<file path="src/rmc_pkg.sv">
// Package of constants, types and decoders for the redriver mux control block.
`default_nettype none

package rmc_pkg;

  // ***************************************************************
  // Timing
  // ***************************************************************
  localparam int unsigned CLK_PERIOD_NS = 100;
  // Interval between two detection attempts on a pending channel.
  localparam int unsigned ATTEMPT_PERIOD_NS = 100000;
  localparam int unsigned ATTEMPT_CYCLES = (ATTEMPT_PERIOD_NS + CLK_PERIOD_NS - 1) / CLK_PERIOD_NS;
  // Width of the probe strobe sent to the analog detector at each attempt.
  localparam int unsigned PROBE_PULSE_NS = 1000;
  localparam int unsigned PROBE_CYCLES = (PROBE_PULSE_NS + CLK_PERIOD_NS - 1) / CLK_PERIOD_NS;
  localparam int unsigned ATTEMPT_CNT_W = 10;
  localparam logic [ATTEMPT_CNT_W-1:0] ATTEMPT_LAST = ATTEMPT_CNT_W'(ATTEMPT_CYCLES - 1);
  localparam logic [ATTEMPT_CNT_W-1:0] PROBE_LAST = ATTEMPT_CNT_W'(PROBE_CYCLES);

  // ***************************************************************
  // Further attempts after the first channel is found
  // ***************************************************************
  localparam int unsigned EXTRA_CNT_W = 17;
  localparam logic [EXTRA_CNT_W-1:0] EXTRA_LIMIT = 17'h10000;

  // ***************************************************************
  // Register map (byte addresses) and fields
  // ***************************************************************
  localparam int unsigned ADDR_W = 4;
  localparam logic [ADDR_W-1:0] CTRL_OFFSET = 4'h0;
  localparam logic [ADDR_W-1:0] STATUS_OFFSET = 4'h4;
  localparam logic [ADDR_W-1:0] EXTRA_OFFSET = 4'h8;
  localparam logic [ADDR_W-1:0] SETTING_OFFSET = 4'hC;
  localparam int unsigned CTRL_RESTART_BIT = 0;
  localparam int unsigned CTRL_HOLD_BIT = 1;
  localparam logic [1:0] CTRL_RESET = 2'h0;
  localparam logic [1:0] RESP_OKAY = 2'h0;
  localparam logic [1:0] RESP_SLVERR = 2'h2;

  // ***************************************************************
  // Types and decoders
  // ***************************************************************
  typedef enum logic [1:0] {ST_STANDBY, ST_DETECT, ST_ACTIVE} rmc_state_t;

  // Output de-emphasis: 0 = 0 dB low swing, 1 = 0 dB, 2 = 3.5 dB, 3 = 6 dB full swing.
  typedef enum logic [1:0] {DE_0DB_LOW, DE_0DB_FULL, DE_3P5DB, DE_6DB} rmc_deemph_t;
  // Input equalization: 0 dB, 3.5 dB or 6 dB boost.
  typedef enum logic [1:0] {EQ_0DB, EQ_3P5DB, EQ_6DB} rmc_eq_t;

  // Decodes the (msb, lsb) de-emphasis straps.
  function automatic rmc_deemph_t deemph_decode(input logic msb, input logic lsb);
    deemph_decode = rmc_deemph_t'({msb, lsb});
  endfunction : deemph_decode

  // Decodes the (msb, lsb) equalization straps; a low msb ignores the lsb.
  function automatic rmc_eq_t equalize_decode(input logic msb, input logic lsb);
    if (!msb) begin
      equalize_decode = EQ_0DB;
    end else if (!lsb) begin
      equalize_decode = EQ_3P5DB;
    end else begin
      equalize_decode = EQ_6DB;
    end
  endfunction : equalize_decode

endpackage : rmc_pkg

`default_nettype wire

</file>
<file path="src/rmc_sync.sv">
// Two-stage synchronizer for a group of asynchronous pin levels.
`timescale 1ns/10ps
`default_nettype none

module rmc_sync #(
  parameter int unsigned WIDTH = 1
) (
  // Clock and reset.
  input wire logic clk_in,
  input wire logic reset_n_in,
  // Levels.
  input wire logic [WIDTH-1:0] async_in,
  output logic [WIDTH-1:0] sync_out
);

  logic [WIDTH-1:0] stage1_reg;

  // Both stages clear to low, matching an unconnected pulled-down pin.
  always_ff @(posedge clk_in or negedge reset_n_in) begin
    if (!reset_n_in) begin
      stage1_reg <= '0;
      sync_out <= '0;
    end else begin
      stage1_reg <= async_in;
      sync_out <= stage1_reg;
    end
  end

endmodule : rmc_sync

`default_nettype wire

</file>
<file path="src/rmc_axil_slave.sv">
// AXI4-Lite slave front end that turns bus traffic into register strobes.
`timescale 1ns/10ps
`default_nettype none

module rmc_axil_slave
  import rmc_pkg::*;
(
  // Clock and reset.
  input wire logic clk_in,
  input wire logic reset_n_in,
  // Write address and data channels.
  input wire logic [ADDR_W-1:0] s_axi_awaddr_in,
  input wire logic s_axi_awvalid_in,
  output logic s_axi_awready_out,
  input wire logic [31:0] s_axi_wdata_in,
  input wire logic [3:0] s_axi_wstrb_in,
  input wire logic s_axi_wvalid_in,
  output logic s_axi_wready_out,
  // Write response channel.
  output logic [1:0] s_axi_bresp_out,
  output logic s_axi_bvalid_out,
  input wire logic s_axi_bready_in,
  // Read channels.
  input wire logic [ADDR_W-1:0] s_axi_araddr_in,
  input wire logic s_axi_arvalid_in,
  output logic s_axi_arready_out,
  output logic [31:0] s_axi_rdata_out,
  output logic [1:0] s_axi_rresp_out,
  output logic s_axi_rvalid_out,
  input wire logic s_axi_rready_in,
  // Register side.
  output logic wr_en_out,
  output logic [ADDR_W-1:0] wr_addr_out,
  output logic [31:0] wr_data_out,
  output logic [3:0] wr_strb_out,
  input wire logic wr_err_in,
  output logic [ADDR_W-1:0] rd_addr_out,
  input wire logic [31:0] rd_data_in,
  input wire logic rd_err_in
);

  logic aw_held_reg;
  logic w_held_reg;
  wire aw_take = s_axi_awvalid_in & s_axi_awready_out;
  wire w_take = s_axi_wvalid_in & s_axi_wready_out;
  wire ar_take = s_axi_arvalid_in & s_axi_arready_out;

  // Each channel is taken once and held until the response is accepted.
  assign s_axi_awready_out = ~aw_held_reg & ~s_axi_bvalid_out;
  assign s_axi_wready_out = ~w_held_reg & ~s_axi_bvalid_out;
  assign s_axi_arready_out = ~s_axi_rvalid_out;
  assign rd_addr_out = s_axi_araddr_in;
  assign wr_en_out = aw_held_reg & w_held_reg & ~s_axi_bvalid_out;

  // Write path: capture address and data in either order, then respond.
  always_ff @(posedge clk_in or negedge reset_n_in) begin
    if (!reset_n_in) begin
      aw_held_reg <= 1'b0;
      w_held_reg <= 1'b0;
      wr_addr_out <= '0;
      wr_data_out <= '0;
      wr_strb_out <= '0;
      s_axi_bvalid_out <= 1'b0;
      s_axi_bresp_out <= RESP_OKAY;
    end else begin
      if (aw_take) begin
        aw_held_reg <= 1'b1;
        wr_addr_out <= s_axi_awaddr_in;
      end
      if (w_take) begin
        w_held_reg <= 1'b1;
        wr_data_out <= s_axi_wdata_in;
        wr_strb_out <= s_axi_wstrb_in;
      end
      if (wr_en_out) begin
        s_axi_bvalid_out <= 1'b1;
        s_axi_bresp_out <= wr_err_in ? RESP_SLVERR : RESP_OKAY;
        aw_held_reg <= 1'b0;
        w_held_reg <= 1'b0;
      end else if (s_axi_bvalid_out && s_axi_bready_in) begin
        s_axi_bvalid_out <= 1'b0;
      end
    end
  end

  // Read path: data is captured with the address and returned next cycle.
  always_ff @(posedge clk_in or negedge reset_n_in) begin
    if (!reset_n_in) begin
      s_axi_rvalid_out <= 1'b0;
      s_axi_rdata_out <= '0;
      s_axi_rresp_out <= RESP_OKAY;
    end else if (ar_take) begin
      s_axi_rvalid_out <= 1'b1;
      s_axi_rdata_out <= rd_data_in;
      s_axi_rresp_out <= rd_err_in ? RESP_SLVERR : RESP_OKAY;
    end else if (s_axi_rvalid_out && s_axi_rready_in) begin
      s_axi_rvalid_out <= 1'b0;
    end
  end

endmodule : rmc_axil_slave

`default_nettype wire

</file>
<file path="src/rmc_redriver_mux_control.sv">
// Top level of the redriver mux control: strap decode, receiver detection and idle gating.
//
// Operation
// - Enable low or floating holds standby: redrivers off, detection inactive.
// - Channel 1 output choice low routes to output A, high to output B.
// - Channel 2 input choice low takes input A, high takes input B.
// - De-emphasis 00 0 dB low swing, 01 0 dB, 10 3.5 dB, 11 6 dB.
// - Both de-emphasis bits low put that output in low-swing mode.
// - Equalization msb low gives 0 dB; 10 gives 3.5 dB; 11 gives 6 dB.
// - Detection starts on enable rising, or at power-up with enable high.
// - With enable high, any trigger or selector edge restarts detection.
// - During detection the device stays in standby with outputs squelched.
// - Detection retries without limit until a receiver is found on either channel.
// - After one channel is found, at most 2^16 more attempts on the other.
// - A detected channel gets its output driver and idle detection enabled.
// - With idle detection on, squelch below idle threshold, redrive above it.
// - Every control input reads low when left unconnected.
`timescale 1ns/10ps
`default_nettype none

module rmc_redriver_mux_control
  import rmc_pkg::*;
(
  // Clock and reset.
  input wire logic clk_in,
  input wire logic reset_n_in,
  // Control pins.
  input wire logic enable_in,
  input wire logic ch1_output_choice_in,
  input wire logic ch2_input_choice_in,
  input wire logic detect_trigger_in,
  // De-emphasis straps.
  input wire logic ch1_out_a_deemph_msb_in,
  input wire logic ch1_out_a_deemph_lsb_in,
  input wire logic ch1_out_b_deemph_msb_in,
  input wire logic ch1_out_b_deemph_lsb_in,
  input wire logic ch2_out_deemph_msb_in,
  input wire logic ch2_out_deemph_lsb_in,
  // Equalization straps.
  input wire logic ch1_in_equalize_msb_in,
  input wire logic ch1_in_equalize_lsb_in,
  input wire logic ch2_in_a_equalize_msb_in,
  input wire logic ch2_in_a_equalize_lsb_in,
  input wire logic ch2_in_b_equalize_msb_in,
  input wire logic ch2_in_b_equalize_lsb_in,
  // Analog front end indications, bit 0 channel 1, bit 1 channel 2.
  input wire logic [1:0] receiver_present_in,
  input wire logic [1:0] above_idle_level_threshold_in,
  // Analog front end controls.
  output logic standby_out,
  output logic [1:0] probe_out,
  output logic [1:0] driver_enable_out,
  output logic [1:0] idle_detect_enable_out,
  output logic [1:0] squelch_out,
  output logic ch1_route_b_out,
  output logic ch2_source_b_out,
  // Decoded settings: index 0 ch1 out A, 1 ch1 out B, 2 ch2 out.
  output logic [5:0] deemph_code_out,
  output logic [2:0] low_swing_out,
  // Decoded settings: index 0 ch1 in, 1 ch2 in A, 2 ch2 in B.
  output logic [5:0] equalize_code_out,
  // AXI4-Lite register bus.
  input wire logic [ADDR_W-1:0] s_axi_awaddr_in,
  input wire logic s_axi_awvalid_in,
  output logic s_axi_awready_out,
  input wire logic [31:0] s_axi_wdata_in,
  input wire logic [3:0] s_axi_wstrb_in,
  input wire logic s_axi_wvalid_in,
  output logic s_axi_wready_out,
  output logic [1:0] s_axi_bresp_out,
  output logic s_axi_bvalid_out,
  input wire logic s_axi_bready_in,
  input wire logic [ADDR_W-1:0] s_axi_araddr_in,
  input wire logic s_axi_arvalid_in,
  output logic s_axi_arready_out,
  output logic [31:0] s_axi_rdata_out,
  output logic [1:0] s_axi_rresp_out,
  output logic s_axi_rvalid_out,
  input wire logic s_axi_rready_in
);

  // ***************************************************************
  // Pin synchronization
  // ***************************************************************
  localparam int unsigned PIN_W = 20;
  logic [PIN_W-1:0] pins_sync;
  wire en_s = pins_sync[0];
  wire [3:0] ctl_s = pins_sync[3:0];
  wire [11:0] strap_s = pins_sync[15:4];
  wire [1:0] present_s = pins_sync[17:16];
  wire [1:0] active_s = pins_sync[19:18];

  rmc_sync #(
    .WIDTH(PIN_W)
  ) u_pin_sync (
    .clk_in(clk_in),
    .reset_n_in(reset_n_in),
    .async_in({above_idle_level_threshold_in, receiver_present_in,
               ch2_in_b_equalize_msb_in, ch2_in_b_equalize_lsb_in,
               ch2_in_a_equalize_msb_in, ch2_in_a_equalize_lsb_in,
               ch1_in_equalize_msb_in, ch1_in_equalize_lsb_in,
               ch2_out_deemph_msb_in, ch2_out_deemph_lsb_in,
               ch1_out_b_deemph_msb_in, ch1_out_b_deemph_lsb_in,
               ch1_out_a_deemph_msb_in, ch1_out_a_deemph_lsb_in,
               detect_trigger_in, ch2_input_choice_in, ch1_output_choice_in, enable_in}),
    .sync_out(pins_sync)
  );

  // ***************************************************************
  // Register bus
  // ***************************************************************
  logic wr_en;
  logic [ADDR_W-1:0] wr_addr;
  logic [31:0] wr_data;
  logic [3:0] wr_strb;
  logic [ADDR_W-1:0] rd_addr;
  logic [31:0] rd_data;
  logic rd_err;
  logic wr_err;

  rmc_axil_slave u_bus (
    .clk_in(clk_in),
    .reset_n_in(reset_n_in),
    .s_axi_awaddr_in(s_axi_awaddr_in),
    .s_axi_awvalid_in(s_axi_awvalid_in),
    .s_axi_awready_out(s_axi_awready_out),
    .s_axi_wdata_in(s_axi_wdata_in),
    .s_axi_wstrb_in(s_axi_wstrb_in),
    .s_axi_wvalid_in(s_axi_wvalid_in),
    .s_axi_wready_out(s_axi_wready_out),
    .s_axi_bresp_out(s_axi_bresp_out),
    .s_axi_bvalid_out(s_axi_bvalid_out),
    .s_axi_bready_in(s_axi_bready_in),
    .s_axi_araddr_in(s_axi_araddr_in),
    .s_axi_arvalid_in(s_axi_arvalid_in),
    .s_axi_arready_out(s_axi_arready_out),
    .s_axi_rdata_out(s_axi_rdata_out),
    .s_axi_rresp_out(s_axi_rresp_out),
    .s_axi_rvalid_out(s_axi_rvalid_out),
    .s_axi_rready_in(s_axi_rready_in),
    .wr_en_out(wr_en),
    .wr_addr_out(wr_addr),
    .wr_data_out(wr_data),
    .wr_strb_out(wr_strb),
    .wr_err_in(wr_err),
    .rd_addr_out(rd_addr),
    .rd_data_in(rd_data),
    .rd_err_in(rd_err)
  );

  // Writes reach only the control word; a restart bit written as one is a pulse.
  wire ctrl_write = wr_en & (wr_addr == CTRL_OFFSET) & wr_strb[0];
  wire sw_restart = ctrl_write & wr_data[CTRL_RESTART_BIT];
  assign wr_err = (wr_addr != CTRL_OFFSET);
  logic hold_reg;

  // Software hold keeps detection from declaring the link active.
  always_ff @(posedge clk_in or negedge reset_n_in) begin
    if (!reset_n_in) begin
      hold_reg <= CTRL_RESET[CTRL_HOLD_BIT];
    end else if (ctrl_write) begin
      hold_reg <= wr_data[CTRL_HOLD_BIT];
    end
  end

  // ***************************************************************
  // Restart detection
  // ***************************************************************
  logic [3:0] ctl_prev_reg;
  wire en_rise = en_s & ~ctl_prev_reg[0];
  wire ctl_edge = en_s & (|(ctl_s[3:1] ^ ctl_prev_reg[3:1]));
  wire restart = en_rise | ctl_edge | (en_s & sw_restart);

  // Previous levels reset low, so enable already high after reset reads as a rising edge.
  always_ff @(posedge clk_in or negedge reset_n_in) begin
    if (!reset_n_in) begin
      ctl_prev_reg <= 4'h0;
    end else begin
      ctl_prev_reg <= ctl_s;
    end
  end

  // ***************************************************************
  // Detection sequencer
  // ***************************************************************
  rmc_state_t state_reg;
  rmc_state_t state_next;
  logic [ATTEMPT_CNT_W-1:0] attempt_cnt_reg;
  logic [1:0] found_reg;
  logic [EXTRA_CNT_W-1:0] extra_cnt_reg;
  wire detecting = (state_reg == ST_DETECT);
  wire attempt_end = detecting & (attempt_cnt_reg == ATTEMPT_LAST);
  wire [1:0] pending = ~found_reg;
  wire [1:0] found_next = found_reg | (present_s & pending);
  wire one_found = found_reg[0] ^ found_reg[1];
  wire [EXTRA_CNT_W-1:0] extra_inc = extra_cnt_reg + 17'h00001;
  wire extra_done = one_found & (extra_inc == EXTRA_LIMIT);
  wire detect_done = attempt_end & ((found_next == 2'h3) | extra_done) & ~hold_reg;

  // Next state: enable low always wins, then a restart, then the sequence.
  always_comb begin
    state_next = state_reg;
    if (!en_s) begin
      state_next = ST_STANDBY;
    end else if (restart) begin
      state_next = ST_DETECT;
    end else if (detect_done) begin
      state_next = ST_ACTIVE;
    end
  end

  // Attempt timer, found flags and extra-attempt counter.
  always_ff @(posedge clk_in or negedge reset_n_in) begin
    if (!reset_n_in) begin
      state_reg <= ST_STANDBY;
      attempt_cnt_reg <= '0;
      found_reg <= 2'h0;
      extra_cnt_reg <= '0;
    end else begin
      state_reg <= state_next;
      if (!en_s || restart) begin
        attempt_cnt_reg <= '0;
        found_reg <= 2'h0;
        extra_cnt_reg <= '0;
      end else if (detecting) begin
        attempt_cnt_reg <= attempt_end ? '0 : attempt_cnt_reg + 10'h001;
        if (attempt_end) begin
          found_reg <= found_next;
          if (one_found && !extra_done) begin
            extra_cnt_reg <= extra_inc;
          end
        end
      end
    end
  end

  // ***************************************************************
  // Analog control outputs
  // ***************************************************************
  wire active = (state_reg == ST_ACTIVE);
  wire [1:0] drive_next = active ? found_reg : 2'h0;
  wire [1:0] squelch_next = ~(drive_next & active_s);
  wire [1:0] probe_next = (detecting && attempt_cnt_reg < PROBE_LAST) ? pending : 2'h0;

  // Outputs are registered one cycle behind the sequencer.
  always_ff @(posedge clk_in or negedge reset_n_in) begin
    if (!reset_n_in) begin
      standby_out <= 1'b1;
      probe_out <= 2'h0;
      driver_enable_out <= 2'h0;
      idle_detect_enable_out <= 2'h0;
      squelch_out <= 2'h3;
      ch1_route_b_out <= 1'b0;
      ch2_source_b_out <= 1'b0;
    end else begin
      standby_out <= ~active;
      probe_out <= probe_next;
      driver_enable_out <= drive_next;
      idle_detect_enable_out <= drive_next;
      squelch_out <= squelch_next;
      ch1_route_b_out <= ctl_s[1];
      ch2_source_b_out <= ctl_s[2];
    end
  end

  // ***************************************************************
  // Strap decode
  // ***************************************************************
  logic [5:0] deemph_next;
  logic [5:0] equalize_next;
  logic [2:0] low_swing_next;

  always_comb begin
    for (int i = 0; i < 3; i++) begin
      deemph_next[2*i +: 2] = deemph_decode(strap_s[2*i+1], strap_s[2*i]);
      low_swing_next[i] = (deemph_decode(strap_s[2*i+1], strap_s[2*i]) == DE_0DB_LOW);
      equalize_next[2*i +: 2] = equalize_decode(strap_s[2*i+7], strap_s[2*i+6]);
    end
  end

  always_ff @(posedge clk_in or negedge reset_n_in) begin
    if (!reset_n_in) begin
      deemph_code_out <= 6'h00;
      low_swing_out <= 3'h7;
      equalize_code_out <= 6'h00;
    end else begin
      deemph_code_out <= deemph_next;
      low_swing_out <= low_swing_next;
      equalize_code_out <= equalize_next;
    end
  end

  // ***************************************************************
  // Read decode
  // ***************************************************************
  wire [31:0] ctrl_word = {30'h0, hold_reg, 1'b0};
  wire [31:0] status_word = {20'h0, present_s, ctl_s, found_reg, 2'h0, state_reg};
  wire [31:0] extra_word = {15'h0, extra_cnt_reg};
  wire [31:0] setting_word = {11'h0, low_swing_out, 6'h0, equalize_code_out, deemph_code_out};
  assign rd_err = ~(rd_addr inside {CTRL_OFFSET, STATUS_OFFSET, EXTRA_OFFSET, SETTING_OFFSET});
  assign rd_data = (rd_addr == CTRL_OFFSET) ? ctrl_word :
                   (rd_addr == STATUS_OFFSET) ? status_word :
                   (rd_addr == EXTRA_OFFSET) ? extra_word :
                   (rd_addr == SETTING_OFFSET) ? setting_word : 32'h0;

endmodule : rmc_redriver_mux_control

`default_nettype wire

</file>
<file path="config.mk">
export PLATFORM = sky130hd
export DESIGN_NAME = rmc_redriver_mux_control
export DESIGN_NICKNAME = d
export VERILOG_FILES = /design/src/rmc_pkg.sv /design/src/rmc_sync.sv /design/src/rmc_axil_slave.sv /design/src/rmc_redriver_mux_control.sv
export SDC_FILE = /design/constraint.sdc
export NUM_CORES = 1
export LEC_CHECK = 0
export BUFFER_PORTS_ARGS = -buffer_cell sky130_fd_sc_hd__buf_2
export CAP_MARGIN = 5
export CORE_AREA = 2 2 108 110
export CTS_BUF_LIST = sky130_fd_sc_hd__clkbuf_8
export CTS_CLUSTER_DIAMETER = 40
export DETAILED_ROUTE_END_ITERATION = 12
export DIE_AREA = 0 0 110 112
export PLACE_DENSITY = 0.8
export SYNTH_ARGS = -nofsm -noshare
export SYNTH_HDL_FRONTEND = slang
export SYNTH_SLANG_ARGS = --single-unit
</file>
<file path="constraint.sdc">
create_clock -name clk_in -period 2.7 [get_ports clk_in]
set_input_delay 0.81 -clock clk_in [delete_from_list [all_inputs] [get_ports clk_in]]
set_output_delay 0.81 -clock clk_in [all_outputs]
set_load 0.005 [all_outputs]
</file>
After elaboration in Yosys (flattened, before gate mapping)
Index checks and enable logic that the tools add are counted.

storage, ports and cells
  bits in registers = 147
  input bits = 71
  word-level logic and storage cells = 132

operators by class
  add/subtract/negate cells = 2
  order comparisons = 1
  eq/ne operators = 9
  muxes and demuxes = 35
  bitwise gates (word level) = 34
  reduce and logical (&&, ||, !) cells = 24

operators by type and width
  kind                                                                            count
  21-bit 2-to-1 mux                                                               4
  17-bit 2-to-1 mux                                                               4
  2-bit 2-to-1 mux                                                                16
  10-bit 2-to-1 mux                                                               3
  17-bit by 1-bit adder with 17-bit output (second input constant)                1
  1-bit bitwise AND                                                               17
  17-bit equality test (second input constant)                                    1
  2-bit nonzero test                                                              7
  10-bit by 1-bit adder with 10-bit output (second input constant)                1
  10-bit equality test (second input constant)                                    1
  10-bit by 4-bit less-than comparator with 1-bit output (second input constant)  1
  4-bit equality test (second input constant)                                     2
  4-bit zero test                                                                 2
  1-bit 2-to-1 mux                                                                8
  4-bit nonzero test                                                              2
  1-bit inverter                                                                  7
  2-bit zero test                                                                 3
  2-bit bitwise AND                                                               2
  2-bit equality test (second input constant)                                     2
  4-bit by 3-bit equality test with 1-bit output (second input constant)          1
  1-bit logical AND                                                               4
  2-bit inverter                                                                  2
  3-bit != test (second input constant)                                           1
  1-bit bitwise OR                                                                3
  other kinds (9)                                                                 10

Logic depth before layout (Yosys ltp)
  depth after elaboration = 10
  gate-level depth with buffers = 11

Hierarchy
From an unflattened synthesis, not the netlist that was laid out.

second synthesis, totals
  cell total of the unflattened synthesis = 556
  area, all modules = 7151.9 µm²

modules (own cells, without submodules)
  module                    times used  cells each  area an instance (µm²)
  rmc_redriver_mux_control  1           334         3136.8
  rmc_axil_slave            1           182         3014.1
  rmc_sync                  1           40          1001.0

Least setup slack after synthesis
Ideal clock, no wire load.

  path type = flip-flop to flip-flop
  start point = register extra_cnt_reg[0]
  end point = register state_reg[0]
  setup time = 0.141 ns
  data arrival time = 2.878 ns
  data required time = 2.559 ns
  setup slack = -0.320 ns
  cell stages (with the launch flop) = 10
  buffers on the path = 1
  clock period less this slack = 3.020 ns
  path through = dfrtp_1 > ha_1 > nand4_2 > or3_1 > buf_6 > or4b_4 > a2111oi_2 > a41oi_1 > a2111oi_2 > o22ai_1

between the ends
  cells in the longest elaborated chain, start to end = 7

ends and longest elaborated chain
  what                                      line                             RTL
  from (decl)                               rmc_redriver_mux_control.sv:190  logic [EXTRA_CNT_W-1:0] extra_cnt_reg;
  from (signal assigned)                    rmc_redriver_mux_control.sv:230  extra_cnt_reg <= extra_inc;
  17-bit by 1-bit adder with 17-bit output  rmc_redriver_mux_control.sv:196  wire [EXTRA_CNT_W-1:0] extra_inc = extra_cnt_reg + 17'h00001;
  17-bit equality test                      rmc_redriver_mux_control.sv:197  wire extra_done = one_found & (extra_inc == EXTRA_LIMIT);
  1-bit bitwise AND                         rmc_redriver_mux_control.sv:197
  1-bit bitwise OR                          rmc_redriver_mux_control.sv:198  wire detect_done = attempt_end & ((found_next == 2'h3) | extra_done) & ~hold_reg;
  1-bit bitwise AND (2 in a row)            rmc_redriver_mux_control.sv:198
  3-bit != test (no source line)            --
  to (signal assigned)                      rmc_redriver_mux_control.sv:220  state_reg <= state_next;
  to (decl)                                 rmc_redriver_mux_control.sv:186  rmc_state_t state_reg;

Every way passes these cells.
A chain may end at the register's enable or synchronous reset.

Final worst setup path
  start point = register extra_cnt_reg[1]
  end point = register state_reg[1]

Same word-level chain as after synthesis.

==> impl_metrics.py <==
metrics = {
    "critical_path": {
        "startpoint_type": "register",
        "cp.required_ns": 3.08,
        "cp_max_fo": 4,
        "worst-setup-path-type": "reg -> reg",
        "critPathTopFamily": "simple AND/OR/NAND/NOR gates",
        "worst_path_max_delay_cell": "or4b_4",
        "arrival_ns": 3.09,
        "crit_cells": 9,
        "crit_path_max_incr_delay_ns": 0.57,
        "rr_worst_depth": 9,
        "r2r-end": "state_reg[1]",
        "cp_cell_sequence": "ha_4 > nand4_4 > or3_4 > or4b_4 > a2111oi_4 > a41oi_2 > a2111oi_2 > buf_4 > o21a_1",
        "crit_path_end_kind": "register",
        "crit_start": "extra_cnt_reg[1]",
        "reg2reg_slack_ns": -0.01,
        "reg2reg_from": "extra_cnt_reg[1]",
        "cp-endpoint": "state_reg[1]",
        "cp_num_buf_inv": 1,
    },
    "cells_and_area": {
        "multi_input_area_um2": 2070,
        "nets": 681,
        "drive_above_1_share": 0.366,
        "num-fill-cells": 846,
        "area_growth_pct": 26.7,
        "final_core_util": 0.616,
        "seq_area_um2": 3290,
        "diodes": 0,
    },
    "yosys": {
        "syn_area_per_cell_um2": 11.4,
        "yosysWarningCount": 0,
        "async_reset_ff_frac": 1.00,
        "ys.flop_type": "dfrtp_1",
        "synth-edff-count": 0,
        "ys_seq_area_frac": 0.605,
        "netlist_instances": 477,
        "ys_ff_latch": 131,
        "synth_cell_types": 60,
        "syn_area_um2": 5430,
    },
    "sta": {
        "slew_headroom": 0.569,
        "setup_viol": 2,
        "whs_ns": 0.350,
        "period_share": 1.00,
        "fmaxAchievable_mhz": 369,
        "finalHoldViolations": 0,
        "setup_ws_ns": -0.0119,
        "drv_slew": 0,
        "tightest_slew_ns": 0.645,
        "skew_ns": 0.0107,
        "rsz0062_at_grt": "true",
        "min_period_ns": 2.71,
    },
    "outcome": {
        "status": "finished, violations left",
        "violations": "negative setup slack",
    },
    "clocking": {
        "clockRootBuffer": "clkbuf_8",
        "ctsHoldBuffers": 0,
        "numCtsBuffers": 17,
        "cts_tree": "yes",
        "h-tree-depth": 4,
        "cts.sinks": 131,
        "clkSlewWorstSetupHoldPaths_ns": 0.08,
        "cts_buffer_depth": 2,
        "clock_latency_ns": 0.44,
    },
    "route": {
        "drt_first_pass_iters": 5,
        "ant_nets": 0,
        "wl_per_cell_um": 17.3,
        "drc": 0,
        "routed_wl_mm": 13.2,
        "vias": 4271,
        "via_per_inst": 5.59,
        "drtIter0Drc": 296,
    },
    "global_routing": {
        "grt_pass1_vias": 4282,
        "grt_antenna_before_repair": 0,
        "gr-usage-all-layers": 0.227,
        "grt_overflow": 0,
        "grt_max_degree": 45,
        "grt_pass1_wl_mm": 21.2,
    },
    "die": {
        "die_h_um": 112,
        "die_w_um": 110,
        "die_area_um2": 12300,
        "num_io_pins": 138,
        "fp.coreArea_um2": 11200,
        "rows": 39,
        "floorplan.initialDensity": 0.486,
    },
    "job": {
        "cap_violations": 0,
    },
    "placed_design": {
        "io_buffers": 90,
        "hpwl_mm": 9.04,
        "gp_congestion": 0.897,
        "place_ws_ns": -0.0937,
    },
    "power": {
        "vdd_drop_max_mv": 0.731,
        "power.density_nw_per_um2": 646,
        "leakagePower_uw": 0.00306,
    },
    "hold_path": {
        "hp-class": "reg -> reg",
        "hp-start": "u_pin_sync.stage1_reg[2]",
    },
}
## worst min-delay path by stage
stage	slack, ns	to	cells after the start
after floorplan	0.33	u_pin_sync.sync_out[0]	0
after global placement	0.33	u_pin_sync.sync_out[18]	0
after detailed placement	0.33	u_pin_sync.sync_out[2]	0
after CTS	0.35	u_pin_sync.sync_out[14]	0
after global routing	0.36	u_pin_sync.sync_out[9]	0
final	0.35	u_pin_sync.sync_out[2]	0
## metrics by stage
step | instances | total power [µW] | area (µm²) | TNS [ns]
after global routing | 764 | 4620 | 6890 | -0.261
after floorplan | 490 | 2460 | 5510 | -0.0195
final | 764 | 4450 | 6890 | -0.0152
after detailed placement | 726 | 2670 | 6250 | -0.160
after global placement | 726 | 2630 | 6250 | -0.125
after CTS | 759 | 4480 | 6750 | -0.154
## cells by family after synthesis
| kind of cell | synth area share |
|---|---|
| other | 0.000690 |
| muxes | 0.0368 |
| DFF | 0.605 |
| buffers and inverters | 0.0511 |
| adders and majority gates | 0.00461 |
| and+or+nand+nor | 0.156 |
| AOI/OAI and AO/OA | 0.123 |
| xor gates and xnor gates | 0.0226 |
## layout make-up
cell class	count	share of cell area
clock inverters	15	0.0298
clock buffers	17	0.0340
flip-flops and latches	131	0.478
multi-input cells	307	0.301
inverters	12	0.00654
repair buffers	139	0.125
well taps	143	0.0260
## per-layer routing
layer,wire (µm),GRT usage,up-vias
met1,5430,0.294,2105
met2,6590,0.357,171
li1,-,-,1949
met5,0,0,-
met4,414,0.102,0
met3,799,0.0591,46
## placed cells by master, fill, tap and decap left out, types with 3 or more instances in the layout
master / count
a21oi_1: 21
a21oi_2: 6
a22o_1: 6
a22oi_1: 9
a31oi_1: 3
and2_1: 6
and3_1: 5
buf_2: 90
buf_4: 43
buf_6: 4
bufinv_16: 4
clkbuf_8: 17
clkinvlp_4: 4
conb_1: 14
dfrtp_1: 122
dfrtp_2: 3
dfstp_2: 6
inv_1: 13
mux2_2: 14
nand2_1: 40
nand2b_1: 3
nand3_1: 12
nand4_1: 13
nor2_1: 25
nor2b_1: 7
nor3_1: 7
nor3b_1: 3
nor4_1: 4
o21ai_0: 27
o31ai_1: 10
or3_1: 6
or3_2: 3
or4_1: 4
or4_4: 4
xnor2_1: 6
xor2_1: 8
## what timing repair did
| action | 4_1_cts | 5_1_grt |
|---|---|---|
| endpoints found under the setup margin | 4 | 19 |
| buffers inserted | 1 | 4 |
| cloned | 0 | 1 |
| resized for setup | 8 | 24 |
| pin swaps | 6 | 11 |
## cell usage after synthesis, types with 8 or more instances
| library cell | instances | share of area |
|---|---|---|
| nand2_1 | 40 | 0.028 |
| mux2_2 | 14 | 0.029 |
| clkbuf_1 | 12 | 0.0083 |
| a21oi_1 | 28 | 0.026 |
| o31ai_1 | 10 | 0.014 |
| dfrtp_1 | 125 | 0.58 |
| xor2_1 | 8 | 0.013 |
| nand3_1 | 13 | 0.012 |
| o21ai_0 | 27 | 0.025 |
| nand4_1 | 13 | 0.015 |
| nor2_1 | 25 | 0.017 |
| nor3_1 | 8 | 0.0074 |
| buf_2 | 8 | 0.0074 |
| inv_1 | 12 | 0.0083 |
| a22oi_1 | 9 | 0.012 |
| buf_4 | 17 | 0.023 |
## where the power goes
group          switching, µW  internal, µW
combinational            215           189
clock                    798          1010
sequential               118          2120
total                   1130          3320
No activity file was read; power rests on OpenSTA's default activity.
